**config.mk**
```make
export PLATFORM = sky130hd
export DESIGN_NAME = ebc_core
export DESIGN_NICKNAME = d
export VERILOG_FILES = /design/src/ebc_pkg.sv /design/src/ebc_core.sv
export SDC_FILE = /design/constraint.sdc
export NUM_CORES = 1
export LEC_CHECK = 0
export ABC_AREA = 1
export BUFFER_PORTS_ARGS = -buffer_cell sky130_fd_sc_hd__buf_4
export CORE_MARGIN = 2
export CORE_UTILIZATION = 54
export CTS_CLUSTER_SIZE = 14
export DETAILED_ROUTE_END_ITERATION = 8
export PLACE_DENSITY = 0.74
export SKIP_LAST_GASP = 1
export SYNTH_ARGS = -nofsm -noshare
export SYNTH_HDL_FRONTEND = slang
export SYNTH_SLANG_ARGS = --single-unit
```
**constraint.sdc**
```tcl
create_clock -name sys_clk -period 2.3 [get_ports sys_clk]
set_clock_uncertainty 0.05 [all_clocks]
set_input_delay 0.23 -clock sys_clk [delete_from_list [all_inputs] [get_ports sys_clk]]
set_output_delay 0.23 -clock sys_clk [all_outputs]
set_load 0.02 [all_outputs]
```
**src/ebc_pkg.sv**
```systemverilog
// constants, field layouts and carriers for the external bus control core
// assumes a 32-bit register port with one word per register
package ebc_pkg;
	// ==================================================
	// register byte offsets
	localparam logic [7:0] OFF_MODE    = 8'h00;
	localparam logic [7:0] OFF_DIVIDER = 8'h04;
	localparam logic [7:0] OFF_MEMCFG  = 8'h08;
	localparam logic [7:0] OFF_FIFOCFG = 8'h0c;
	localparam logic [7:0] OFF_MAXWAIT = 8'h10;
	localparam logic [7:0] OFF_INTEN   = 8'h14;
	localparam logic [7:0] OFF_RAWSTS  = 8'h18;
	localparam logic [7:0] OFF_MSKSTS  = 8'h1c;
	localparam logic [7:0] OFF_ERRSTS  = 8'h20;
	localparam logic [7:0] OFF_ERRCLR  = 8'h24;
	localparam logic [7:0] OFF_RDCOUNT = 8'h28;
	localparam logic [7:0] OFF_WRFREE  = 8'h2c;

	// ==================================================
	// operating selections
	typedef enum logic [2:0] {
		op_sel_general_purpose = 3'h0,
		op_sel_dynamic_memory  = 3'h1,
		op_sel_host_bus_narrow = 3'h2,
		op_sel_host_bus_wide   = 3'h3,
		op_sel_off             = 3'h4
	} ebc_op_sel_type;

	// core clock bands: <=15, <=30, <=50, <=100 MHz
	localparam logic [1:0] BAND_0_15   = 2'h0;
	localparam logic [1:0] BAND_15_30  = 2'h1;
	localparam logic [1:0] BAND_30_50  = 2'h2;
	localparam logic [1:0] BAND_50_100 = 2'h3;

	localparam logic mem_normal_power_sel = 1'b0;
	localparam logic mem_self_refresh_sel = 1'b1;

	// device size: 64, 128, 256, 512 Mbit
	localparam logic [1:0] SIZE_64M  = 2'h0;
	localparam logic [1:0] SIZE_128M = 2'h1;
	localparam logic [1:0] SIZE_256M = 2'h2;
	localparam logic [1:0] SIZE_512M = 2'h3;

	// ==================================================
	// dynamic memory config word: band [1:0], power [4], size [7:6], refresh [26:16]
	typedef struct packed {
		logic [4:0]  pad_hi;
		logic [10:0] refresh_interval;
		logic [7:0]  pad_mid;
		logic [1:0]  size;
		logic        pad_b5;
		logic        power;
		logic [1:0]  pad_lo;
		logic [1:0]  band;
	} ebc_mem_cfg_type;

	// fifo config word: tx level [1:0], rx level [6:4], error enables [8], [9]
	typedef struct packed {
		logic [21:0] pad_hi;
		logic        read_stall_err_enable;
		logic        write_full_err_enable;
		logic        pad_b7;
		logic [2:0]  rx_level;
		logic [1:0]  pad_lo;
		logic [1:0]  tx_level;
	} ebc_fifo_cfg_type;

	localparam logic [1:0] TX_EMPTY = 2'h0;
	localparam logic [2:0] RX_FULL  = 3'h5;

	// status bit positions
	localparam int IDX_TXREQ = 0;
	localparam int IDX_RXREQ = 1;
	localparam int IDX_ERR   = 2;
	localparam int IDX_WFULL = 0;
	localparam int IDX_RSTALL = 1;
	localparam int IDX_TIMEOUT = 2;

	// reset values
	localparam logic [31:0] RST_DIVIDER = 32'h0000_0000;
	localparam logic [31:0] RST_MEMCFG  = 32'h0000_0000;
	localparam logic [31:0] RST_FIFOCFG = 32'h0000_0000;
	localparam logic [15:0] RST_MAXWAIT = 16'h0000;
	localparam logic [2:0]  RST_INTEN   = 3'h0;
endpackage : ebc_pkg

```
**src/ebc_core.sv**
```systemverilog
// control core of an external parallel bus interface
// assumes a same-clock register port and same-clock fifo datapath beside it;
// the hold-off pin comes from outside and is synchronised here
`timescale 1ns/1ps

module ebc_core #(
	parameter int WR_DEPTH = 16,
	parameter int RD_DEPTH = 8,
	parameter int WR_W     = $clog2(WR_DEPTH + 1),
	parameter int RD_W     = $clog2(RD_DEPTH + 1)
) (
	input  wire logic              sys_clk,
	input  wire logic              reset_n,
	input  wire logic              clk_en,
	input  wire logic [7:0]        reg_addr,
	input  wire logic [31:0]       reg_wdata,
	input  wire logic              reg_wr,
	input  wire logic              reg_rd,
	output logic      [31:0]       reg_rdata,
	input  wire logic [WR_W-1:0]   wr_fill,
	input  wire logic [RD_W-1:0]   rd_fill,
	input  wire logic              wr_attempt,
	input  wire logic              rd_stall,
	input  wire logic              xact_busy,
	input  wire logic              dual_rate,
	input  wire logic              cs_second_sel,
	input  wire logic              ext_clk_ena_pin,
	output logic                   if_enable,
	output logic                   ext_clk,
	output logic                   ext_clk_tick,
	output logic                   mem_self_refresh,
	output logic                   refresh_req,
	output logic                   xact_abort,
	output logic                   irq
);
	// ==================================================
	// registers
	ebc_pkg::ebc_op_sel_type   mode_reg;
	logic [31:0]               div_reg;
	ebc_pkg::ebc_mem_cfg_type  mem_reg;
	ebc_pkg::ebc_fifo_cfg_type fifo_reg;
	logic [15:0]               max_wait_reg;
	logic [2:0]                int_en_reg;
	logic [2:0]                cause_reg;
	logic [2:0]                cause_next;
	logic [2:0]                raw_sts;
	logic                      tx_req;
	logic                      rx_req;
	logic                      ena_meta_reg;
	logic                      ena_sync_reg;
	logic [15:0]               wait_cnt_reg;
	logic [15:0]               half_cnt_reg;
	logic [15:0]               div_sel;
	logic [15:0]               half_sel;
	logic [10:0]               ref_cnt_reg;
	logic [WR_W-1:0]           tx_thr;
	logic [RD_W-1:0]           rx_thr;
	logic [WR_W-1:0]           wr_free;
	logic                      wfull_evt;
	logic                      rstall_evt;
	logic                      tout_evt;
	logic                      wr_hit;

	assign wr_hit = clk_en && reg_wr;

	// ==================================================
	// configuration writes
	always_ff @(posedge sys_clk) begin
		if (!reset_n) begin
			mode_reg     <= ebc_pkg::op_sel_off;
			div_reg      <= ebc_pkg::RST_DIVIDER;
			mem_reg      <= ebc_pkg::RST_MEMCFG;
			fifo_reg     <= ebc_pkg::RST_FIFOCFG;
			max_wait_reg <= ebc_pkg::RST_MAXWAIT;
			int_en_reg   <= ebc_pkg::RST_INTEN;
		end else if (wr_hit) begin
			unique case (reg_addr)
				ebc_pkg::OFF_MODE: begin
					// unknown codes fall back to off so if_enable and the clock tick stay low
					if (reg_wdata[2:0] <= 3'h4) begin
						mode_reg <= ebc_pkg::ebc_op_sel_type'(reg_wdata[2:0]);
					end else begin
						mode_reg <= ebc_pkg::op_sel_off;
					end
				end
				ebc_pkg::OFF_DIVIDER: div_reg <= reg_wdata;
				ebc_pkg::OFF_MEMCFG:  mem_reg <= reg_wdata;
				ebc_pkg::OFF_FIFOCFG: fifo_reg <= reg_wdata;
				ebc_pkg::OFF_MAXWAIT: max_wait_reg <= reg_wdata[15:0];
				ebc_pkg::OFF_INTEN:   int_en_reg <= reg_wdata[2:0];
				default: ;
			endcase
		end
	end

	// ==================================================
	// fifo trigger thresholds
	always_comb begin
		unique case (fifo_reg.tx_level)
			2'h0:    tx_thr = '0;
			2'h1:    tx_thr = WR_W'(WR_DEPTH / 4);
			2'h2:    tx_thr = WR_W'(WR_DEPTH / 2);
			default: tx_thr = WR_W'(WR_DEPTH * 3 / 4);
		endcase
	end

	always_comb begin
		unique case (fifo_reg.rx_level)
			3'h0:    rx_thr = RD_W'(RD_DEPTH / 8);
			3'h1:    rx_thr = RD_W'(RD_DEPTH / 4);
			3'h2:    rx_thr = RD_W'(RD_DEPTH / 2);
			3'h3:    rx_thr = RD_W'(RD_DEPTH * 3 / 4);
			3'h4:    rx_thr = RD_W'(RD_DEPTH * 7 / 8);
			default: rx_thr = RD_W'(RD_DEPTH);
		endcase
	end

	// empty level can't be undershot, so it asks while the fifo is empty
	assign tx_req = (fifo_reg.tx_level == ebc_pkg::TX_EMPTY) ?
		(wr_fill == '0) : (wr_fill < tx_thr);
	// full level can't be exceeded, so it asks while the fifo is full
	assign rx_req = (fifo_reg.rx_level >= ebc_pkg::RX_FULL) ?
		(rd_fill >= rx_thr) : (rd_fill > rx_thr);

	assign wr_free = WR_W'(WR_DEPTH) - wr_fill;

	// ==================================================
	// hold-off pin synchroniser
	always_ff @(posedge sys_clk) begin
		if (!reset_n) begin
			// reset to the idle (ready) level so no false hold-off follows reset
			ena_meta_reg <= 1'b1;
			ena_sync_reg <= 1'b1;
		end else if (clk_en) begin
			ena_meta_reg <= ext_clk_ena_pin;
			ena_sync_reg <= ena_meta_reg;
		end
	end

	// ==================================================
	// hold-off wait counter and abort
	always_ff @(posedge sys_clk) begin
		if (!reset_n) begin
			wait_cnt_reg <= '0;
			xact_abort   <= 1'b0;
		end else if (clk_en) begin
			xact_abort <= tout_evt;
			if (!xact_busy || ena_sync_reg || tout_evt) begin
				wait_cnt_reg <= '0;
			end else if (wait_cnt_reg != 16'hffff) begin
				wait_cnt_reg <= wait_cnt_reg + 16'h0001;
			end
		end
	end

	// zero wait count never times out
	assign tout_evt = xact_busy && !ena_sync_reg && (max_wait_reg != '0) &&
		(wait_cnt_reg >= max_wait_reg);

	// ==================================================
	// error causes
	assign wfull_evt  = fifo_reg.write_full_err_enable && wr_attempt &&
		(wr_fill >= WR_W'(WR_DEPTH));
	assign rstall_evt = fifo_reg.read_stall_err_enable && rd_stall;

	always_comb begin
		cause_next = cause_reg;
		if (wr_hit && reg_addr == ebc_pkg::OFF_ERRCLR) begin
			cause_next = cause_reg & ~reg_wdata[2:0];
		end
		// a new event beats a clear in the same cycle
		cause_next[ebc_pkg::IDX_WFULL]   = cause_next[ebc_pkg::IDX_WFULL] | wfull_evt;
		cause_next[ebc_pkg::IDX_RSTALL]  = cause_next[ebc_pkg::IDX_RSTALL] | rstall_evt;
		cause_next[ebc_pkg::IDX_TIMEOUT] = cause_next[ebc_pkg::IDX_TIMEOUT] | tout_evt;
	end

	always_ff @(posedge sys_clk) begin
		if (!reset_n) begin
			cause_reg <= '0;
		end else if (clk_en) begin
			cause_reg <= cause_next;
		end
	end

	always_comb begin
		raw_sts = '0;
		raw_sts[ebc_pkg::IDX_TXREQ] = tx_req;
		raw_sts[ebc_pkg::IDX_RXREQ] = rx_req;
		raw_sts[ebc_pkg::IDX_ERR]   = |cause_reg;
	end

	always_ff @(posedge sys_clk) begin
		if (!reset_n) begin
			irq <= 1'b0;
		end else if (clk_en) begin
			irq <= |(raw_sts & int_en_reg);
		end
	end

	// ==================================================
	// register reads, data valid the cycle after the strobe only
	always_ff @(posedge sys_clk) begin
		if (!reset_n) begin
			reg_rdata <= '0;
		end else if (clk_en) begin
			reg_rdata <= '0;
			if (reg_rd) begin
				unique case (reg_addr)
					ebc_pkg::OFF_MODE:    reg_rdata <= {29'h0, mode_reg};
					ebc_pkg::OFF_DIVIDER: reg_rdata <= div_reg;
					ebc_pkg::OFF_MEMCFG:  reg_rdata <= mem_reg;
					ebc_pkg::OFF_FIFOCFG: reg_rdata <= fifo_reg;
					ebc_pkg::OFF_MAXWAIT: reg_rdata <= {16'h0, max_wait_reg};
					ebc_pkg::OFF_INTEN:   reg_rdata <= {29'h0, int_en_reg};
					ebc_pkg::OFF_RAWSTS:  reg_rdata <= {29'h0, raw_sts};
					ebc_pkg::OFF_MSKSTS:  reg_rdata <= {29'h0, raw_sts & int_en_reg};
					ebc_pkg::OFF_ERRSTS:  reg_rdata <= {29'h0, cause_reg};
					ebc_pkg::OFF_RDCOUNT: reg_rdata <= 32'(rd_fill);
					ebc_pkg::OFF_WRFREE:  reg_rdata <= 32'(wr_free);
					default:              reg_rdata <= '0;
				endcase
			end
		end
	end

	// ==================================================
	// external clock divider
	assign div_sel  = (dual_rate && cs_second_sel) ? div_reg[31:16] : div_reg[15:0];
	assign half_sel = {1'b0, div_sel[15:1]};

	always_ff @(posedge sys_clk) begin
		if (!reset_n) begin
			half_cnt_reg <= '0;
			ext_clk      <= 1'b0;
			ext_clk_tick <= 1'b0;
		end else if (clk_en) begin
			if (div_sel == '0) begin
				// undivided: the tick runs every cycle as the clock enable
				half_cnt_reg <= '0;
				ext_clk      <= ~ext_clk;
				ext_clk_tick <= if_enable;
			end else if (half_cnt_reg >= half_sel) begin
				// each half period lasts div/2+1 system clocks
				half_cnt_reg <= '0;
				ext_clk      <= ~ext_clk;
				ext_clk_tick <= if_enable && !ext_clk;
			end else begin
				half_cnt_reg <= half_cnt_reg + 16'h0001;
				ext_clk_tick <= 1'b0;
			end
		end
	end

	// ==================================================
	// mode outputs and refresh scheduler
	always_ff @(posedge sys_clk) begin
		if (!reset_n) begin
			if_enable        <= 1'b0;
			mem_self_refresh <= 1'b0;
		end else if (clk_en) begin
			if_enable        <= (mode_reg != ebc_pkg::op_sel_off);
			mem_self_refresh <= (mode_reg == ebc_pkg::op_sel_dynamic_memory) &&
				(mem_reg.power == ebc_pkg::mem_self_refresh_sel);
		end
	end

	always_ff @(posedge sys_clk) begin
		if (!reset_n) begin
			ref_cnt_reg <= '0;
			refresh_req <= 1'b0;
		end else if (clk_en) begin
			refresh_req <= 1'b0;
			// in self-refresh the memory keeps itself, so no pulses go out
			if (mode_reg != ebc_pkg::op_sel_dynamic_memory ||
				mem_reg.power == ebc_pkg::mem_self_refresh_sel ||
				mem_reg.refresh_interval == '0) begin
				ref_cnt_reg <= '0;
			end else if (ref_cnt_reg >= mem_reg.refresh_interval - 11'h001) begin
				ref_cnt_reg <= '0;
				refresh_req <= 1'b1;
			end else begin
				ref_cnt_reg <= ref_cnt_reg + 11'h001;
			end
		end
	end
endmodule : ebc_core

```
==> impl_metrics.csv, run 1 <==
group,metric,value,unit
die,start_util,54.85,%
clocking,clock_path_buffers,3,
detailed_routing,detail-route-antenna-nets,0,
detailed_routing,drc,0,
layout,final_nets,1785,
clocking,worst_skew_pair.late_latency,510,ps
sta,finalSetupViolCount,11,
sta,grt_setup_unrepaired,"true",
outcome,status,"finished with violations",
synthesis,synth_cells,1514,
die,dieArea,20910,um2
clocking,clockRootBuffer,"clkbuf_16",
grt,grt_pass1_wl,50030,um
die,row_count,51,
synthesis,synth_fa_ha_area_share,6.329,%
grt,grt_pass1_vias,9589,
setup_path,path_cells,"inv_4, ha_4, nand3_4, nor2_4, xor2_1, ha_1, a21oi_1, o21a_1, nand3_2, nor2_4, nand2_4, buf_4, o22ai_2, and2_1",
layout,fin_util,68.13,%
die,dieHeight,144.6,um
clocking,clk_pin_slew,60,ps
sta,tightest_slew,790.0,ps
layout,syn2layout_area_growth,24.20,%
detailed_routing,vias,10750,
die,core,19460,um2
place,globalplace.congestion,0.9422,
setup_path,cp.required,2700,ps
synthesis,muxShareOfSynthArea,0,%
layout,fillers,1638,
synthesis,synth-xor-area-share,2.872,%
detailed_routing,finalWirelength,31990,um
die,ios,99,
sta,hold_viol_final,0,
place,numPortBuffers,98,
layout,diodes,0,
synthesis,ys_ff_latch,205,
die,die_w,144.6,um
sta,fmax,0.3988,GHz
setup_path,slowest_delay,360,ps
outcome,failed_checks,"setup timing",
synthesis,ys_types,44,
grt,antenna_found_initial,0,
grt,grt_usage,30.19,%
synthesis,synth_top_family_by_area,"simple AND/OR/NAND/NOR gates",
setup_path,crit_slowest_cell,"dfxtp_4",
power_and_ir_drop,leakagePower,5.364,nW
setup_path,crit_fanout,8,
synthesis,yosysWarnings,0,
detailed_routing,wl_per_cell,16.39,um
detailed_routing,drt_iter0_drc,1038,
synthesis,mappedNetlistArea,10680,um2
sta,fin_crit,2507,ps
sta,finalCritPeriodShare,109.0,%
synthesis,yosysTopAreaCell,"dfxtp_1",
power_and_ir_drop,power.density,572.3,nW/um2
synthesis,synthesis.nets,1628,
synthesis,synth_edf_count,0,
synthesis,synth_most_common_cell,"nand2_1",
clocking,cts.sink_count,205,
synthesis,synthArstFlopShare,0,%
clocking,cts_buffers,22,
sta,worst_slack,-207.5,ps
grt,overflow,0,
layout,final_layout_size_suffix_gt1_share,17.19,%
setup_path,setup.worst_path.class,"flip-flop to flip-flop",
synthesis,synth_compound_area_share,17.82,%
setup_path,cp_common_cell,"nor2_4",
detailed_routing,vias_per_cell,5.508,
detailed_routing,first_pass_iters,6,
synthesis,synth_simple_gate_area_share,26.62,%
synthesis,synth_common_cells,"298 x nand2_1, 217 x nor2_1, 205 x dfxtp_1",
min_path,hold_class,"input port to flip-flop",
setup_path,cp-start-kind,"flip-flop",
synthesis,ys.flop_type,"dfxtp_1",
place,dpl.hpwl,22580,um
synthesis,synth-seq-area-share,38.44,%
setup_path,critPathCaptureType,"flip-flop",
synthesis,yosysTopAreaCellShare,38.44,%
power_and_ir_drop,peakVddDrop,0.5618,mV
clocking,cts_tree,"done",
synthesis,synth_area_per_cell,7.051,um2
place,post-place-ws,-167.5,ps
setup_path,cp_data_arrival_time,2910,ps
sta,drv_slew,0,
synthesis,netlist_top_cells_area,"dfxtp_1 38%, nand2_1 10%, nor2_1 7.6%",
sta,slew_headroom,47.26,%
grt,grt_start_max_net_pins,93,
clocking,htreeDepth,1,
job,cap_violations,0,
metrics by stage:
step / area [um2] / setup TNS, ps / cells / power (mW) / hold WS, ps
3_3_place_gp: 11940 / -57.69 / 1866 / 4.054 / 392.3
4_1_cts: 13120 / -1411 / 1948 / 7.621 / 30.07
3_5_place_dp: 11940 / -1812 / 1866 / 4.056 / 404.7
2_1_floorplan: 10720 / -17.21 / 1514 / 3.853 / 306.3
6_report: 13260 / -1901 / 1952 / 7.589 / 50.82
5_1_grt: 13260 / -3531 / 1952 / 7.803 / 57.17
final cells by class:
| cell class | instances | area [um2] | area share, % |
|---|---|---|---|
| multi-input cells | 1101 | 5891 | 44.43 |
| flip-flops and latches | 205 | 4111 | 31.01 |
| repair buffers | 201 | 1667 | 12.57 |
| clock buffers | 33 | 663.1 | 5.001 |
| inverters | 140 | 528.0 | 3.982 |
| well taps | 265 | 331.6 | 2.501 |
| clock inverters | 7 | 67.56 | 0.5096 |
layer usage:
| metal | part of all wire [%] | global-route usage (%) | routed length, um |
|---|---|---|---|
| met5 | 0 | 0 | 0 |
| met4 | 2.8 | 9.453 | 884 |
| met3 | 7.2 | 4.338 | 2309 |
| met2 | 44 | 47.04 | 14110 |
| met1 | 46 | 43.25 | 14690 |
kinds of logic (layout without fill, tap and decap cells):
logic type               after synthesis  in the layout
AO/OA/AOI/OAI                        352            352
XOR/XNOR                              35             35
adder cells (fa/ha/maj)               54             54
buffers and inverters                208            381
flip-flops                           205            205
AND/OR/NAND/NOR                      660            660
layout by cell type, fill, tap and decap left out, types with 3 or more instances in the layout:
| cell type | instances |
|---|---|
| a21oi_2 | 4 |
| clkbuf_8 | 5 |
| nand2_1 | 293 |
| nor3_1 | 10 |
| a21oi_1 | 142 |
| nand2_2 | 9 |
| xor2_1 | 29 |
| o21ai_0 | 132 |
| o21ai_1 | 29 |
| inv_2 | 19 |
| inv_1 | 120 |
| nor4_1 | 4 |
| clkbuf_1 | 5 |
| nand3_2 | 5 |
| dfxtp_2 | 3 |
| o22ai_2 | 3 |
| buf_6 | 4 |
| clkinvlp_4 | 3 |
| nand3_1 | 47 |
| clkinv_2 | 3 |
| xnor2_1 | 6 |
| dlygate4sd3_1 | 37 |
| nor2_1 | 212 |
| nor2_4 | 14 |
| and2_1 | 3 |
| o211ai_1 | 8 |
| o2111ai_1 | 11 |
| o21a_1 | 4 |
| clkbuf_16 | 23 |
| nor2_2 | 17 |
| o221ai_1 | 10 |
| nand4_1 | 28 |
| ha_1 | 52 |
| buf_4 | 156 |
| dfxtp_1 | 201 |
| nor3_2 | 4 |
| buf_12 | 4 |
worst max-delay path, delay by kind of cell, from the launching register on:
family          cells  cell delay [ps]
fa+ha+maj           2              440
xor+xnor            1              200
compound gates      3              470
flops               1              360
buf+inv             2              220
simple gates        6              700
where the power goes:
part	internal, mW	switching (mW)
clock	2.11	1.45
sequential	3.56	0.0105
combinational	0.192	0.272
path summary, 6_finish.rpt:
path / cells past startpoint / to / slack [ps] / startpoint
min: 3 / cause_reg[0] / 50 / clk_en
max: 14 / ref_cnt_reg[7] / -210 / mem_reg[17]
max reg2reg: 14 / ref_cnt_reg[7] / -210 / mem_reg[17]
min reg2reg: 2 / mem_reg[31] / 410 / mem_reg[31]
what timing repair did:
action | 4_1_cts | 5_1_grt
hold buffers | 37 | 0
setup buffers | 5 | 4
cloned | 0 | 0
setup endpoints to repair | 12 | 42
hold endpoints to repair | 87 | 0
gates resized for setup | 10 | 33
pin swaps | 11 | 14
Power figures use the tool's default switching activity.
==> run 2, diff against run 1 <==
Settings changed: BUFFER_PORTS_ARGS -buffer_cell sky130_fd_sc_hd__buf_4 to -buffer_cell sky130_fd_sc_hd__buf_2.
==> run 2 against run 1 <==
Compared with the run above: the flow still finishes with violations (setup timing); count of clock-buffer cells in the layout unchanged; cell count up 0.36%; largest power group unchanged; critical endpoint is now ref_cnt_reg[3]; first-iteration DRC count down 1.5%.
==> impl_metrics.csv, run 2 (synthesized netlist as in run 1, its figures left out) <==
group,metric,value,unit
setup_path,r2r_slack,-150,ps
layout,fin_util,66.62,%
setup_path,cp-start-kind,"flip-flop",
grt,grt_usage,30.30,%
sta,fmax,0.4082,GHz
outcome,status,"finished with violations",
job,cap_violations,0,
sta,hold_viol_final,0,
sta,whs,13.33,ps
sta,finalSetupViolCount,12,
detailed_routing,drc,0,
die,ios,99,
setup_path,critPathCaptureType,"flip-flop",
clocking,cts.sink_count,205,
die,die_w,144.6,um
power_and_ir_drop,peakVddDrop,0.6098,mV
layout,mostFrequentLayoutCell,"nand2_1",
power_and_ir_drop,intPower,5.682,mW
power_and_ir_drop,pwr-share-clk,45.9,%
die,row_count,51,
sta,drv_slew,0,
setup_path,cp_data_arrival_time,2850,ps
clocking,htreeDepth,1,
grt,grt_pass1_vias,9893,
die,start_util,54.85,%
place,dpl.hpwl,22570,um
detailed_routing,first_pass_iters,7,
detailed_routing,finalWirelength,31750,um
sta,tightest_slew,799.3,ps
sta,worst_slack,-149.6,ps
clocking,clock_path_buffers,3,
outcome,failed_checks,"setup timing",
clocking,clk_pin_slew,60,ps
min_path,hold_class,"input port to flip-flop",
grt,overflow,0,
power_and_ir_drop,leakagePower,5.307,nW
sta,setup_tns,-769.6,ps
grt,antenna_found_initial,1,
die,core,19460,um2
layout,syn2layout_area_growth,21.45,%
power_and_ir_drop,power,7.408,mW
die,dieHeight,144.6,um
layout,final_layout_size_suffix_gt1_share,17.18,%
layout,diodes,0,
setup_path,crit_fanout,7,
place,globalplace.congestion,0.9887,
layout,layout_common_cells,"293 x nand2_1, 213 x nor2_1, 201 x dfxtp_1",
clocking,clockRootBuffer,"clkbuf_16",
sta,grt_setup_unrepaired,"true",
layout,fin_area,12960,um2
power_and_ir_drop,power.density,571.4,nW/um2
detailed_routing,drt_iter0_drc,1022,
place,numPortBuffers,98,
grt,grt_pass1_wl,50540,um
grt,grt_start_max_net_pins,97,
power_and_ir_drop,switching_share,23.29,%
sta,finalCritPeriodShare,106.5,%
detailed_routing,wl_per_cell,16.21,um
setup_path,setup.worst_path.class,"flip-flop to flip-flop",
clocking,worst_skew_pair.late_latency,510,ps
clocking,cts_buffers,22,
detailed_routing,vias_per_cell,5.483,
sta,slew_headroom,46.63,%
clocking,cts_tree,"done",
die,dieArea,20910,um2
power_and_ir_drop,switchingPower,1.726,mW
layout,final_nets,1793,
detailed_routing,vias,10740,
sta,fin_crit,2450,ps
detailed_routing,detail-route-antenna-nets,0,
power_and_ir_drop,p_seq_share,48.2,%
power_and_ir_drop,combinationalPowerShare,5.9,%
place,placed_cell_area,11750,um2
setup_path,cp.required,2700,ps
run 2: changes by cell type in the layout (fill, tap and decap cells not counted), moves of 2 or more:
cell	before	now
buf_2	0	98
buf_6	4	1
o22ai_2	3	1
nor2_4	14	12
clkinvlp_4	3	0
clkinv_2	3	6
inv_1	120	122
o22ai_1	2	4
buf_4	156	71
run 2: critical path: stages, from the launching register on:
cell     delay (ps)
dfxtp_2         330
inv_2            70
ha_4            150
nand3_4          90
nor2_4          120
nand2_2          90
xor2_2          170
ha_1            350
a21oi_2         140
o21a_1          150
nand3_2          80
nor2_4          140
nand2_4          80
buf_4           150
o22ai_1         100
and2_1          130
run 2: per-layer routing:
metal	global-route usage, %	vias up	wire [um]
met5	0	-	13
met4	8.074	2	657
met3	4.106	54	2498
met2	47.74	461	13820
met1	43.68	4894	14760
li1	-	5330	-
run 2: what timing repair did:
| action | in CTS | in global routing |
|---|---|---|
| setup endpoints to repair | 11 | 47 |
| pin swaps | 15 | 10 |
| buffers inserted | 8 | 2 |
| gates resized for setup | 9 | 20 |
| hold endpoints to repair | 75 | 0 |
| hold buffers | 36 | 0 |
| gates cloned | 0 | 0 |
run 2: area by class of cell:
type / count / area, um2
fillers: 1693 / 6497
multi-input cells: 1101 / 5861
clock inverters: 6 / 30.03
inverters: 140 / 525.5
flip-flops and latches: 205 / 4109
well taps: 265 / 331.6
repair buffers: 209 / 1455
clock buffers: 33 / 653.1
run 2: power by group through the flow:
stage	Sequential, mW	Clock, mW	Combinational, mW
finish	3.57	3.40	0.439
global route	3.57	3.59	0.474
CTS	3.57	3.44	0.425
detailed placement	3.65	0	0.378
global placement	3.65	0	0.373
floorplan	3.65	0	0.200
run 2: per-stage QoR:
stage	instances	setup slack (ps)
global route	1959	-250.8
global placement	1875	-75.95
CTS	1957	-156.5
finish	1959	-149.6
floorplan	1514	-17.21
detailed placement	1875	-179.8
run 2: path summary, 6_finish.rpt:
kind / from / end / depth (start not counted)
min: reg_wdata[4] / mem_reg[4] / 3
max reg2reg: mem_reg[17] / ref_cnt_reg[3] / 15
min reg2reg: mem_reg[31] / mem_reg[31] / 2
max: mem_reg[17] / ref_cnt_reg[3] / 15
